$ cat config.mk
export PLATFORM = sky130hd
export DESIGN_NAME = wsc_top
export DESIGN_NICKNAME = d
export VERILOG_FILES = /design/src/include/wsc_pkg.sv /design/src/wsc_top.sv /design/src/wsc_sync.sv /design/src/wsc_idle_timer.sv
export SDC_FILE = /design/constraint.sdc
export NUM_CORES = 1
export LEC_CHECK = 0
export BUFFER_PORTS_ARGS = -buffer_cell sky130_fd_sc_hd__buf_2
export CAP_MARGIN = 20
export CORE_UTILIZATION = 64
export CTS_BUF_LIST = sky130_fd_sc_hd__clkbuf_8
export DETAILED_ROUTE_END_ITERATION = 10
export GPL_TIMING_DRIVEN = 0
export PLACE_DENSITY_LB_ADDON = 0.1
export SETUP_SLACK_MARGIN = 0.15
export SYNTH_ARGS = -nofsm -noshare
export SYNTH_HDL_FRONTEND = slang
export SYNTH_SLANG_ARGS = --single-unit
$ cat constraint.sdc
create_clock -name i_clock -period 4.97 [get_ports i_clock]
set_input_delay 0.497 -clock i_clock [delete_from_list [all_inputs] [get_ports i_clock]]
set_output_delay 0.497 -clock i_clock [all_outputs]
set_load 0.05 [all_outputs]
$ cat src/include/wsc_pkg.sv
package wsc_pkg;
  // Configuration port addresses on the I/O bus
  localparam logic [9:0] CFG_ADDR_PORT = 10'h022;
  localparam logic [9:0] CFG_DATA_PORT = 10'h023;
  // Index of each register behind the data port
  localparam logic [7:0] IDX_WAKE_SOURCE_MASK = 8'h08;
  localparam logic [7:0] IDX_WAKE_CAUSE_RECORD = 8'h09;
  localparam logic [7:0] IDX_BOOT_RESERVED = 8'h0F;
  localparam logic [7:0] IDX_DEVICE_TIMEOUT_LATCHES = 8'h40;
  localparam logic [7:0] IDX_ACCESS_TRAP_ENABLES = 8'h41;
  localparam logic [7:0] IDX_TRAPPED_CYCLE_CAPTURE = 8'h42;
  localparam logic [7:0] IDX_TRAP_SOURCE_FLAGS = 8'h43;
  localparam logic [7:0] RESET_BYTE = 8'h00;
  // Wake source bit positions
  localparam int LINE3_WAKE_BIT = 2;
  localparam int RING_WAKE_BIT = 5;
  localparam logic [7:0] WAKE_FIELD_MASK = 8'h3C;
  // Trap source flag bit positions
  localparam int HARDDISK_BIT = 0;
  localparam int FLOPPY_BIT = 1;
  localparam int WINDOW_BIT = 2;
  localparam int KEYBOARD_BIT = 3;
  localparam int CLOCK_RANGE_BIT = 4;
  localparam int POWER_EVENT_BIT = 5;
  localparam int TICK_IRQ_BIT = 6;
  localparam int NUM_TRAPS = 5;
  localparam int NUM_TIMED = 3;
  localparam logic [7:0] TRAP_FLAG_FIELD_MASK = 8'h7F;
  // Decoded I/O ranges: base and don't-care bits
  localparam logic [9:0] HARDDISK_BASE = 10'h1F0;
  localparam logic [9:0] HARDDISK_SPAN = 10'h007;
  localparam logic [9:0] FLOPPY_BASE = 10'h3F0;
  localparam logic [9:0] FLOPPY_SPAN = 10'h007;
  localparam logic [9:0] CLOCK_RANGE_BASE = 10'h070;
  localparam logic [9:0] CLOCK_RANGE_SPAN = 10'h00F;
  localparam logic [9:0] KEYBOARD_BASE = 10'h060;
  localparam logic [9:0] KEYBOARD_SPAN = 10'h004;
  localparam int PERIOD_W = 32;
  // Reset levels of the synchronised pin groups
  localparam logic [20:0] BUS_PIN_IDLE = 21'h000700;
  localparam logic [2:0] LOW_PIN_IDLE = 3'h7;

  typedef enum logic [2:0] {
    WSC_ST_IDLE = 3'b001,
    WSC_ST_READ = 3'b010,
    WSC_ST_WRITE = 3'b100
  } wsc_state_t;

  typedef struct packed {
    logic [9:0] addr;
    logic read_n;
    logic write_n;
    logic byte_high_n;
    logic [7:0] data;
  } wsc_bus_t;

  typedef struct packed {
    logic [3:0] unused;
    logic write_active;
    logic read_active;
    logic byte_high_n;
    logic addr0;
  } wsc_cycle_t;
endpackage

$ cat src/wsc_top.sv
module wsc_top (
  input wire logic i_clock, // System clock, 250 MHz
  input wire logic i_reset, // Synchronous reset, active high
  input wire logic [9:0] i_io_addr, // I/O address pins
  input wire logic i_io_read_n, // I/O read strobe
  input wire logic i_io_write_n, // I/O write strobe
  input wire logic i_byte_high_n, // Byte high enable
  input wire logic [7:0] i_io_data, // Data bus input
  output logic [7:0] o_io_data, // Data bus output
  output logic o_io_data_oe_n, // Data bus drive enable
  input wire logic i_irq3, // Interrupt line 3 pin
  input wire logic i_irq4, // Interrupt line 4 pin
  input wire logic i_irq8, // Clock interrupt line 8 pin
  input wire logic i_irq6, // Floppy interrupt pin
  input wire logic i_irq14, // Hard disk interrupt pin
  input wire logic i_external_trap_pin_n, // External trap pin, loads the cycle capture only
  input wire logic i_battery_low_input_n, // Battery low pin
  input wire logic i_suspend_resume_input_n, // Suspend/resume pin
  input wire logic i_ring_indicate, // Serial port ring indicate
  input wire logic i_system_asleep, // Power manager asleep level
  input wire logic i_sleep_entry, // Pulse on sleep or suspend entry
  input wire logic i_power_mode_change, // Pulse on mode change
  input wire logic i_tick_irq_request, // Pulse from timer 0 SMI logic
  input wire logic i_interrupt_reload_enable, // Disk interrupt reload
  input wire logic [7:0] i_window_base, // Window address bits 9 to 2
  input wire logic [1:0] i_window_range, // Window size code
  input wire logic [2:0][wsc_pkg::PERIOD_W-1:0] i_idle_period, // Timer periods
  output logic o_wake, // Wake pulse to power manager
  output logic o_smi_request, // SMI request to CPU core
  output logic [2:0] o_device_idle // Idle timer expired per device
);
  wsc_pkg::wsc_bus_t bus;
  wsc_pkg::wsc_state_t state;
  wsc_pkg::wsc_cycle_t capture;
  logic [4:0] irq_sync, irq_prev;
  logic [2:0] low_sync, low_prev;
  logic read_n_prev, write_n_prev, ring_prev;
  logic read_start, read_end, write_start, write_end, access;
  logic cfg_write;
  logic [7:0] cfg_index, wake_mask, wake_cause, boot_reserved;
  logic [7:0] latches, trap_enables, trap_flags, next_trap_flags;
  logic [4:0] hit, trap;
  logic [2:0] armed, enable_prev, expired, reload;
  logic [3:0] wake_event, wake_set;
  logic external_event, power_event;
  logic [7:0] read_value;
  logic read_mapped;

  // Decoded address match with don't-care bits
  function automatic logic in_range(input logic [9:0] addr, input logic [9:0] base,
                                    input logic [9:0] span);
    in_range = (addr & ~span) == (base & ~span);
  endfunction

  // Don't-care bits of the window for each size code
  function automatic logic [9:0] window_span(input logic [1:0] code);
    case (code)
      2'h0: window_span = 10'h003;
      2'h1: window_span = 10'h007;
      2'h2: window_span = 10'h00F;
      default: window_span = 10'h01F;
    endcase
  endfunction

  // Pins cross into the clock domain
  wsc_sync #(.WIDTH(21), .RESET_VALUE(wsc_pkg::BUS_PIN_IDLE)) u_bus_sync (
    .i_clock(i_clock),
    .i_reset(i_reset),
    .i_async({i_io_addr, i_io_read_n, i_io_write_n, i_byte_high_n, i_io_data}),
    .o_sync(bus)
  );
  wsc_sync #(.WIDTH(5), .RESET_VALUE(5'h00)) u_irq_sync (
    .i_clock(i_clock),
    .i_reset(i_reset),
    .i_async({i_irq14, i_irq6, i_irq8, i_irq4, i_irq3}),
    .o_sync(irq_sync)
  );
  wsc_sync #(.WIDTH(3), .RESET_VALUE(wsc_pkg::LOW_PIN_IDLE)) u_low_sync (
    .i_clock(i_clock),
    .i_reset(i_reset),
    .i_async({i_external_trap_pin_n, i_battery_low_input_n, i_suspend_resume_input_n}),
    .o_sync(low_sync)
  );

  // Previous levels for edge detection
  always_ff @(posedge i_clock) begin
    if (i_reset) begin
      irq_prev <= 5'h00;
      low_prev <= wsc_pkg::LOW_PIN_IDLE;
      read_n_prev <= 1'b1;
      write_n_prev <= 1'b1;
      ring_prev <= 1'b0;
      enable_prev <= 3'h0;
    end else begin
      irq_prev <= irq_sync;
      low_prev <= low_sync;
      read_n_prev <= bus.read_n;
      write_n_prev <= bus.write_n;
      ring_prev <= i_ring_indicate;
      enable_prev <= trap_enables[2:0];
    end
  end

  // Strobe edges and pin events
  assign read_start = read_n_prev & ~bus.read_n;
  assign read_end = ~read_n_prev & bus.read_n;
  assign write_start = write_n_prev & ~bus.write_n;
  assign write_end = ~write_n_prev & bus.write_n;
  assign access = read_start | write_start;
  assign external_event = low_prev[2] & ~low_sync[2];
  assign power_event = i_power_mode_change | (low_prev[1] & ~low_sync[1]) |
                       (low_prev[0] & ~low_sync[0]);
  assign cfg_write = write_end && (state == wsc_pkg::WSC_ST_WRITE) &&
                     (bus.addr == wsc_pkg::CFG_DATA_PORT);

  assign hit[wsc_pkg::HARDDISK_BIT] = in_range(bus.addr, wsc_pkg::HARDDISK_BASE,
                                               wsc_pkg::HARDDISK_SPAN);
  assign hit[wsc_pkg::FLOPPY_BIT] = in_range(bus.addr, wsc_pkg::FLOPPY_BASE,
                                             wsc_pkg::FLOPPY_SPAN);
  assign hit[wsc_pkg::WINDOW_BIT] = in_range(bus.addr, {i_window_base, 2'h0},
                                             window_span(i_window_range));
  assign hit[wsc_pkg::KEYBOARD_BIT] = in_range(bus.addr, wsc_pkg::KEYBOARD_BASE,
                                               wsc_pkg::KEYBOARD_SPAN);
  assign hit[wsc_pkg::CLOCK_RANGE_BIT] = in_range(bus.addr, wsc_pkg::CLOCK_RANGE_BASE,
                                                  wsc_pkg::CLOCK_RANGE_SPAN);

  // Per timed device: trap decision, arming and idle timer
  genvar g;
  generate
    for (g = 0; g < wsc_pkg::NUM_TIMED; g++) begin : g_timed
      assign trap[g] = access & hit[g] & trap_enables[g] & ~latches[g] & armed[g];

      if (g == wsc_pkg::HARDDISK_BIT) begin : g_hd
        assign reload[g] = (access & hit[g]) | (i_interrupt_reload_enable & irq_sync[4]);
      end else if (g == wsc_pkg::FLOPPY_BIT) begin : g_fd
        assign reload[g] = (access & hit[g]) | (i_interrupt_reload_enable & irq_sync[3]);
      end else begin : g_win
        assign reload[g] = access & hit[g];
      end

      wsc_idle_timer u_timer (
        .i_clock(i_clock),
        .i_reset(i_reset),
        .i_period(i_idle_period[g]),
        .i_reload(reload[g]),
        .o_expired(expired[g])
      );

      // arming events, set wins over the trap
      always_ff @(posedge i_clock) begin
        if (i_reset) begin
          armed[g] <= 1'b0;
        end else if ((trap_enables[g] & ~enable_prev[g]) | expired[g] | i_sleep_entry |
                     (cfg_write && cfg_index == wsc_pkg::IDX_DEVICE_TIMEOUT_LATCHES &&
                      !bus.data[g])) begin
          armed[g] <= 1'b1;
        end else if (trap[g]) begin
          armed[g] <= 1'b0;
        end
      end

      // Idle indication follows the timer
      always_ff @(posedge i_clock) begin
        if (i_reset) begin
          o_device_idle[g] <= 1'b0;
        end else if (expired[g]) begin
          o_device_idle[g] <= 1'b1;
        end else if (reload[g]) begin
          o_device_idle[g] <= 1'b0;
        end
      end
    end
  endgenerate

  // untimed ranges trap on every enabled access
  assign trap[wsc_pkg::KEYBOARD_BIT] = access & hit[wsc_pkg::KEYBOARD_BIT] &
                                       trap_enables[wsc_pkg::KEYBOARD_BIT];
  assign trap[wsc_pkg::CLOCK_RANGE_BIT] = access & hit[wsc_pkg::CLOCK_RANGE_BIT] &
                                          trap_enables[wsc_pkg::CLOCK_RANGE_BIT];

  assign wake_event = {i_ring_indicate & ~ring_prev, irq_sync[2] & ~irq_prev[2],
                       irq_sync[1] & ~irq_prev[1], irq_sync[0] & ~irq_prev[0]};
  assign wake_set = i_system_asleep ? (wake_event & ~wake_mask[5:2]) : 4'h0;

  // Bus slave sequencing
  always_ff @(posedge i_clock) begin
    if (i_reset) begin
      state <= wsc_pkg::WSC_ST_IDLE;
    end else begin
      case (state)
        wsc_pkg::WSC_ST_IDLE: begin
          if (read_start && read_mapped) begin
            state <= wsc_pkg::WSC_ST_READ;
          end else if (write_start && (bus.addr == wsc_pkg::CFG_ADDR_PORT ||
                                       bus.addr == wsc_pkg::CFG_DATA_PORT)) begin
            state <= wsc_pkg::WSC_ST_WRITE;
          end
        end
        wsc_pkg::WSC_ST_READ: begin
          if (read_end) begin
            state <= wsc_pkg::WSC_ST_IDLE;
          end
        end
        wsc_pkg::WSC_ST_WRITE: begin
          if (write_end) begin
            state <= wsc_pkg::WSC_ST_IDLE;
          end
        end
        default: state <= wsc_pkg::WSC_ST_IDLE;
      endcase
    end
  end

  // Read selection for the current index
  always_comb begin
    read_value = 8'h00;
    read_mapped = 1'b1;
    if (bus.addr == wsc_pkg::CFG_ADDR_PORT) begin
      read_value = cfg_index;
    end else if (bus.addr != wsc_pkg::CFG_DATA_PORT) begin
      read_mapped = 1'b0;
    end else begin
      case (cfg_index)
        wsc_pkg::IDX_WAKE_SOURCE_MASK: read_value = wake_mask;
        wsc_pkg::IDX_WAKE_CAUSE_RECORD: read_value = wake_cause;
        wsc_pkg::IDX_BOOT_RESERVED: read_value = boot_reserved;
        wsc_pkg::IDX_DEVICE_TIMEOUT_LATCHES: read_value = latches;
        wsc_pkg::IDX_ACCESS_TRAP_ENABLES: read_value = trap_enables;
        wsc_pkg::IDX_TRAPPED_CYCLE_CAPTURE: read_value = capture;
        wsc_pkg::IDX_TRAP_SOURCE_FLAGS: read_value = trap_flags;
        default: read_mapped = 1'b0;
      endcase
    end
  end

  // Data bus drive, held for the whole read strobe
  always_ff @(posedge i_clock) begin
    if (i_reset) begin
      o_io_data <= 8'h00;
      o_io_data_oe_n <= 1'b1;
    end else if (state == wsc_pkg::WSC_ST_IDLE && read_start && read_mapped) begin
      o_io_data <= read_value;
      o_io_data_oe_n <= 1'b0;
    end else if (state == wsc_pkg::WSC_ST_READ && read_end) begin
      o_io_data_oe_n <= 1'b1;
    end
  end

  always_ff @(posedge i_clock) begin
    if (i_reset) begin
      cfg_index <= wsc_pkg::RESET_BYTE;
    end else if (write_end && state == wsc_pkg::WSC_ST_WRITE &&
                 bus.addr == wsc_pkg::CFG_ADDR_PORT) begin
      cfg_index <= bus.data;
    end
  end

  // Plain read/write registers
  always_ff @(posedge i_clock) begin
    if (i_reset) begin
      wake_mask <= wsc_pkg::RESET_BYTE;
      boot_reserved <= wsc_pkg::RESET_BYTE;
      trap_enables <= wsc_pkg::RESET_BYTE;
    end else if (cfg_write) begin
      if (cfg_index == wsc_pkg::IDX_WAKE_SOURCE_MASK) begin
        wake_mask <= bus.data;
      end
      if (cfg_index == wsc_pkg::IDX_BOOT_RESERVED) begin
        boot_reserved <= bus.data;
      end
      if (cfg_index == wsc_pkg::IDX_ACCESS_TRAP_ENABLES) begin
        trap_enables <= bus.data;
      end
    end
  end

  // zero write clears, new cause wins
  always_ff @(posedge i_clock) begin
    if (i_reset) begin
      wake_cause <= wsc_pkg::RESET_BYTE;
    end else if (cfg_write && cfg_index == wsc_pkg::IDX_WAKE_CAUSE_RECORD) begin
      wake_cause <= bus.data | {2'h0, wake_set, 2'h0};
    end else begin
      wake_cause <= wake_cause | {2'h0, wake_set, 2'h0};
    end
  end

  // zero clears a latch bit, one leaves it
  always_ff @(posedge i_clock) begin
    if (i_reset) begin
      latches <= wsc_pkg::RESET_BYTE;
    end else if (cfg_write && cfg_index == wsc_pkg::IDX_DEVICE_TIMEOUT_LATCHES) begin
      latches <= {bus.data[7:3], (latches[2:0] & bus.data[2:0]) | trap[2:0]};
    end else begin
      latches <= {latches[7:3], latches[2:0] | trap[2:0]};
    end
  end

  // capture on trap or pin event
  always_ff @(posedge i_clock) begin
    if (i_reset) begin
      capture <= wsc_pkg::RESET_BYTE;
    end else if ((|trap) | external_event) begin
      capture <= {4'h0, ~bus.write_n, ~bus.read_n, bus.byte_high_n, bus.addr[0]};
    end
  end

  always_comb begin
    next_trap_flags = {1'b0, i_tick_irq_request, power_event, trap};
    if (!(cfg_write && cfg_index == wsc_pkg::IDX_TRAP_SOURCE_FLAGS)) begin
      next_trap_flags = next_trap_flags | trap_flags;
    end
    next_trap_flags = next_trap_flags & wsc_pkg::TRAP_FLAG_FIELD_MASK;
  end

  always_ff @(posedge i_clock) begin
    if (i_reset) begin
      trap_flags <= wsc_pkg::RESET_BYTE;
    end else begin
      trap_flags <= next_trap_flags;
    end
  end

  always_ff @(posedge i_clock) begin
    if (i_reset) begin
      o_smi_request <= 1'b0;
      o_wake <= 1'b0;
    end else begin
      o_smi_request <= |next_trap_flags;
      o_wake <= |wake_set;
    end
  end
endmodule

$ cat src/wsc_sync.sv
module wsc_sync #(
  parameter int WIDTH = 1,
  parameter logic [WIDTH-1:0] RESET_VALUE = '0
) (
  input wire logic i_clock, // System clock
  input wire logic i_reset, // Synchronous reset, active high
  input wire logic [WIDTH-1:0] i_async, // Pin levels
  output logic [WIDTH-1:0] o_sync // Levels safe to use
);
  logic [WIDTH-1:0] meta;

  // Two flip-flops; the first is read only by the second
  always_ff @(posedge i_clock) begin
    if (i_reset) begin
      meta <= RESET_VALUE;
      o_sync <= RESET_VALUE;
    end else begin
      meta <= i_async;
      o_sync <= meta;
    end
  end
endmodule

$ cat src/wsc_idle_timer.sv
module wsc_idle_timer (
  input wire logic i_clock, // System clock
  input wire logic i_reset, // Synchronous reset, active high
  input wire logic [wsc_pkg::PERIOD_W-1:0] i_period, // Period in cycles
  input wire logic i_reload, // Restart the period
  output logic o_expired // One-cycle pulse at expiry
);
  logic [wsc_pkg::PERIOD_W-1:0] count;
  logic running;

  // Down counter, stops after expiry until reloaded
  always_ff @(posedge i_clock) begin
    if (i_reset) begin
      count <= '0;
      running <= 1'b0;
      o_expired <= 1'b0;
    end else if (i_reload) begin
      count <= i_period;
      running <= 1'b1;
      o_expired <= 1'b0;
    end else if (running && count <= {{(wsc_pkg::PERIOD_W-1){1'b0}}, 1'b1}) begin
      count <= '0;
      running <= 1'b0;
      o_expired <= 1'b1;
    end else begin
      count <= running ? count - 1'b1 : count;
      o_expired <= 1'b0;
    end
  end
endmodule

==> results.ini <==
[synth]
yosys.area.top_type_share = 0.4288
ys_async_sr_fraction = 0
synth.area.top_cells = dfxtp_1, nor2_1, xor2_1, nand2_1, a221oi_1
synth_seq_cells = 251
syn_area_per_cell_um2 = 8.681
syn_area_um2 = 11720
yosys.area.top_type = dfxtp_1
synth_fp_nets = 1499
synthCells = 1350
yosys_warnings = 0
synthFlopType = dfxtp_1
synth_edf_count = 0
synth.distinct_cells = 71
ys_seq_area_frac = 0.4288

[clock_tree]
clockBufferDepth = 3
cts.sinks = 251
cts_htree_levels = 2
clock_latency_ns = 0.55
root_buffer = clkbuf_8
cts_buffers = 42
postCtsSetupRepairBufs = 0
cts_hold_buf = 0
clk_pin_slew_ns = 0.06
cts_tree = built
cts_resized = 0

[detailed_routing]
wl_um = 33190
via_per_inst = 6.114
drt-pass1-iter-count = 8
ant_nets = 0
wl_per_cell_um = 18.36
drc = 0
via_count = 11050
drt_iter0_markers = 1273

[worst_setup_path]
critPathMaxFanout = 10
startpoint_type = flop
cp.required_ns = 5.38
timing.rr.end = g_timed[2].u_timer.count[24]
arrival_ns = 3.51
crit_path_start = u_bus_sync.o_sync[10]
rr_worst_depth = 9
path_class = flop to flop
cp-end-kind = flop
r2r_start = u_bus_sync.o_sync[10]
r2r_setup_slack_ns = 1.87

[timing]
tightest_slew_ns = 1.041
setup_tns_ns = 0
drv_slew = 0
rsz0062_at_grt = false
final-hold-violation-count = 0
skew_ns = 0.02683
fin_crit_ns = 3.100
fin_hold_ws_ns = 0.1378
finalCritPeriodShare = 0.6238
report.final.setup_viol = 0
maxSlewHeadroom = 0.3047
layout_setup_ws_ns = 1.870
fmax_mhz = 322.5

[placed_design]
place.gp.congestion = 0.9175
dpl_cell_area_um2 = 12790
io_buffers = 156
dp_hpwl_um = 23290
dp_slack_ns = 1.852

[finish]
diodes = 0
fill_cells = 1383
fin_util = 0.7581
ff_latch_area_um2 = 5025
fin_nets = 1700
final_cell_area_um2 = 13620
syn_to_final_growth_pct = 16.21
drive_gt1_frac = 0.1736
multiInputGateArea_um2 = 6295

[grt]
grt_max_degree = 11
grt_pass1_vias = 10270
grt_util_all_layers = 0.3488
grt-ovfl-total = 0
grt_pass1_wl_um = 51270
antenna_found_initial = 0

[power_and_ir_drop]
comb_power_share = 0.155
p_sw_uw = 1324
leakagePower_uw = 0.005451
power.density_nw_per_um2 = 345.5
power_frac_seq = 0.456
power.clock.fraction = 0.389
vdd_drop_max_v = 0.0003084
power.internal_uw = 3382
swShare = 0.2814

[min_path]
hold_class = primary input to flop
hold_start = i_idle_period[13]
min_to = g_timed[0].u_timer.count[13]
worstHoldPathCells = 3

[floorplan]
die_w_um = 137.3
fp-row-count = 49
core_um2 = 17960
io_pins = 157
die_area_um2 = 18860
initial_utilization = 0.6524
die_y_um = 137.3

[status]
status = completed

[run]
cap_violations = 0

==> critical path, stage by stage, from the launching register on <==
cell       delay [ns]
dfxtp_1          0.31
nand2b_1         0.13
clkbuf_1         0.23
a2111oi_0        0.75
o211ai_1         0.51
and3_1           0.32
clkbuf_1         0.17
buf_6            0.18
a221oi_1         0.28
nor2_1           0.06
==> synth_stat cells, types with 14 or more instances <==
cell	instances
dfxtp_1	251
xor2_1	60
a22oi_1	22
inv_1	20
xnor2_1	28
nor2_1	150
mux2i_1	24
nand2_1	124
or3_1	17
and3_1	30
nor2b_1	66
a211oi_1	14
nand4_1	15
o21ai_0	39
nor3b_1	27
a221oi_1	49
or2_2	21
nor4_1	27
or4_1	18
nand3_1	29
clkbuf_1	65
nor3_1	39
a21oi_1	68
==> metal layers <==
layer  global-route usage  vias to the layer above  wire length [um]
met3              0.05040                       87              2659
met5                    0                        -                 0
li1                     -                     5272                 -
met2               0.5752                      517             15340
met4               0.1447                        0              1085
met1               0.4570                     5172             14100
==> logic make-up after synthesis <==
kind of cell	Yosys count	synth area share
mux	28	0.02626
flops	251	0.4288
buf+inv	99	0.03406
fa+ha+maj	6	0.006406
compound gates	265	0.1587
simple gates	613	0.2801
xor+xnor	88	0.06577
==> through the flow <==
stage | power, uW | std cells
2_1_floorplan | 2695 | 1350
3_3_place_gp | 2883 | 1735
3_5_place_dp | 2899 | 1736
4_1_cts | 4696 | 1807
5_1_grt | 4871 | 1807
6_report | 4706 | 1807
==> area by class of cell <==
cell class | instances | share of cell area
multi-input cells | 1000 | 0.4622
flip-flops and latches | 251 | 0.3690
repair buffers | 157 | 0.05761
clock buffers | 52 | 0.05255
plain buffers | 79 | 0.02380
well taps | 229 | 0.02104
clock inverters | 19 | 0.008269
inverters | 20 | 0.005513
==> state kept, by name, summed over array words and instances (netlist names), 4 cells and up <==
register	cells
boot_reserved	8
capture	4
cfg_index	8
g_timed.u_timer.count	96
latches	8
o_io_data	8
trap_enables	8
trap_flags	7
u_bus_sync.meta	21
u_bus_sync.o_sync	21
u_irq_sync.meta	5
u_irq_sync.o_sync	5
wake_cause	8
wake_mask	8
==> how the worst max path moves through the flow <==
| stage | cells past startpoint | end |
|---|---|---|
| after floorplan | 8 | g_timed[2].u_timer.count[27] |
| after global placement | 8 | g_timed[0].u_timer.count[28] |
| after detailed placement | 9 | g_timed[2].u_timer.count[24] |
| after CTS | 9 | g_timed[2].u_timer.count[24] |
| after global routing | 9 | g_timed[2].u_timer.count[28] |
| final | 9 | g_timed[2].u_timer.count[24] |
==> cell usage in the layout (no fill, tap or decap), drive strengths merged, types with 22 or more instances in the layout <==
| cell type | count |
|---|---|
| a21oi | 68 |
| a221oi | 49 |
| a22oi | 22 |
| and3 | 30 |
| buf | 171 |
| clkbuf | 117 |
| dfxtp | 251 |
| inv | 32 |
| mux2i | 24 |
| nand2 | 124 |
| nand3 | 29 |
| nor2 | 150 |
| nor2b | 66 |
| nor3 | 42 |
| nor3b | 27 |
| nor4 | 35 |
| o21ai | 44 |
| xnor2 | 28 |
| xor2 | 60 |
==> power by group through the flow <==
stage | clock network, uW | registers [uW] | logic, uW
after floorplan | 0 | 2170 | 523
after global placement | 0 | 2180 | 700
after detailed placement | 0 | 2180 | 714
after CTS | 1830 | 2140 | 722
after global routing | 1920 | 2150 | 802
final | 1830 | 2150 | 732
Note: power is estimated with default switching activity, not from simulation.
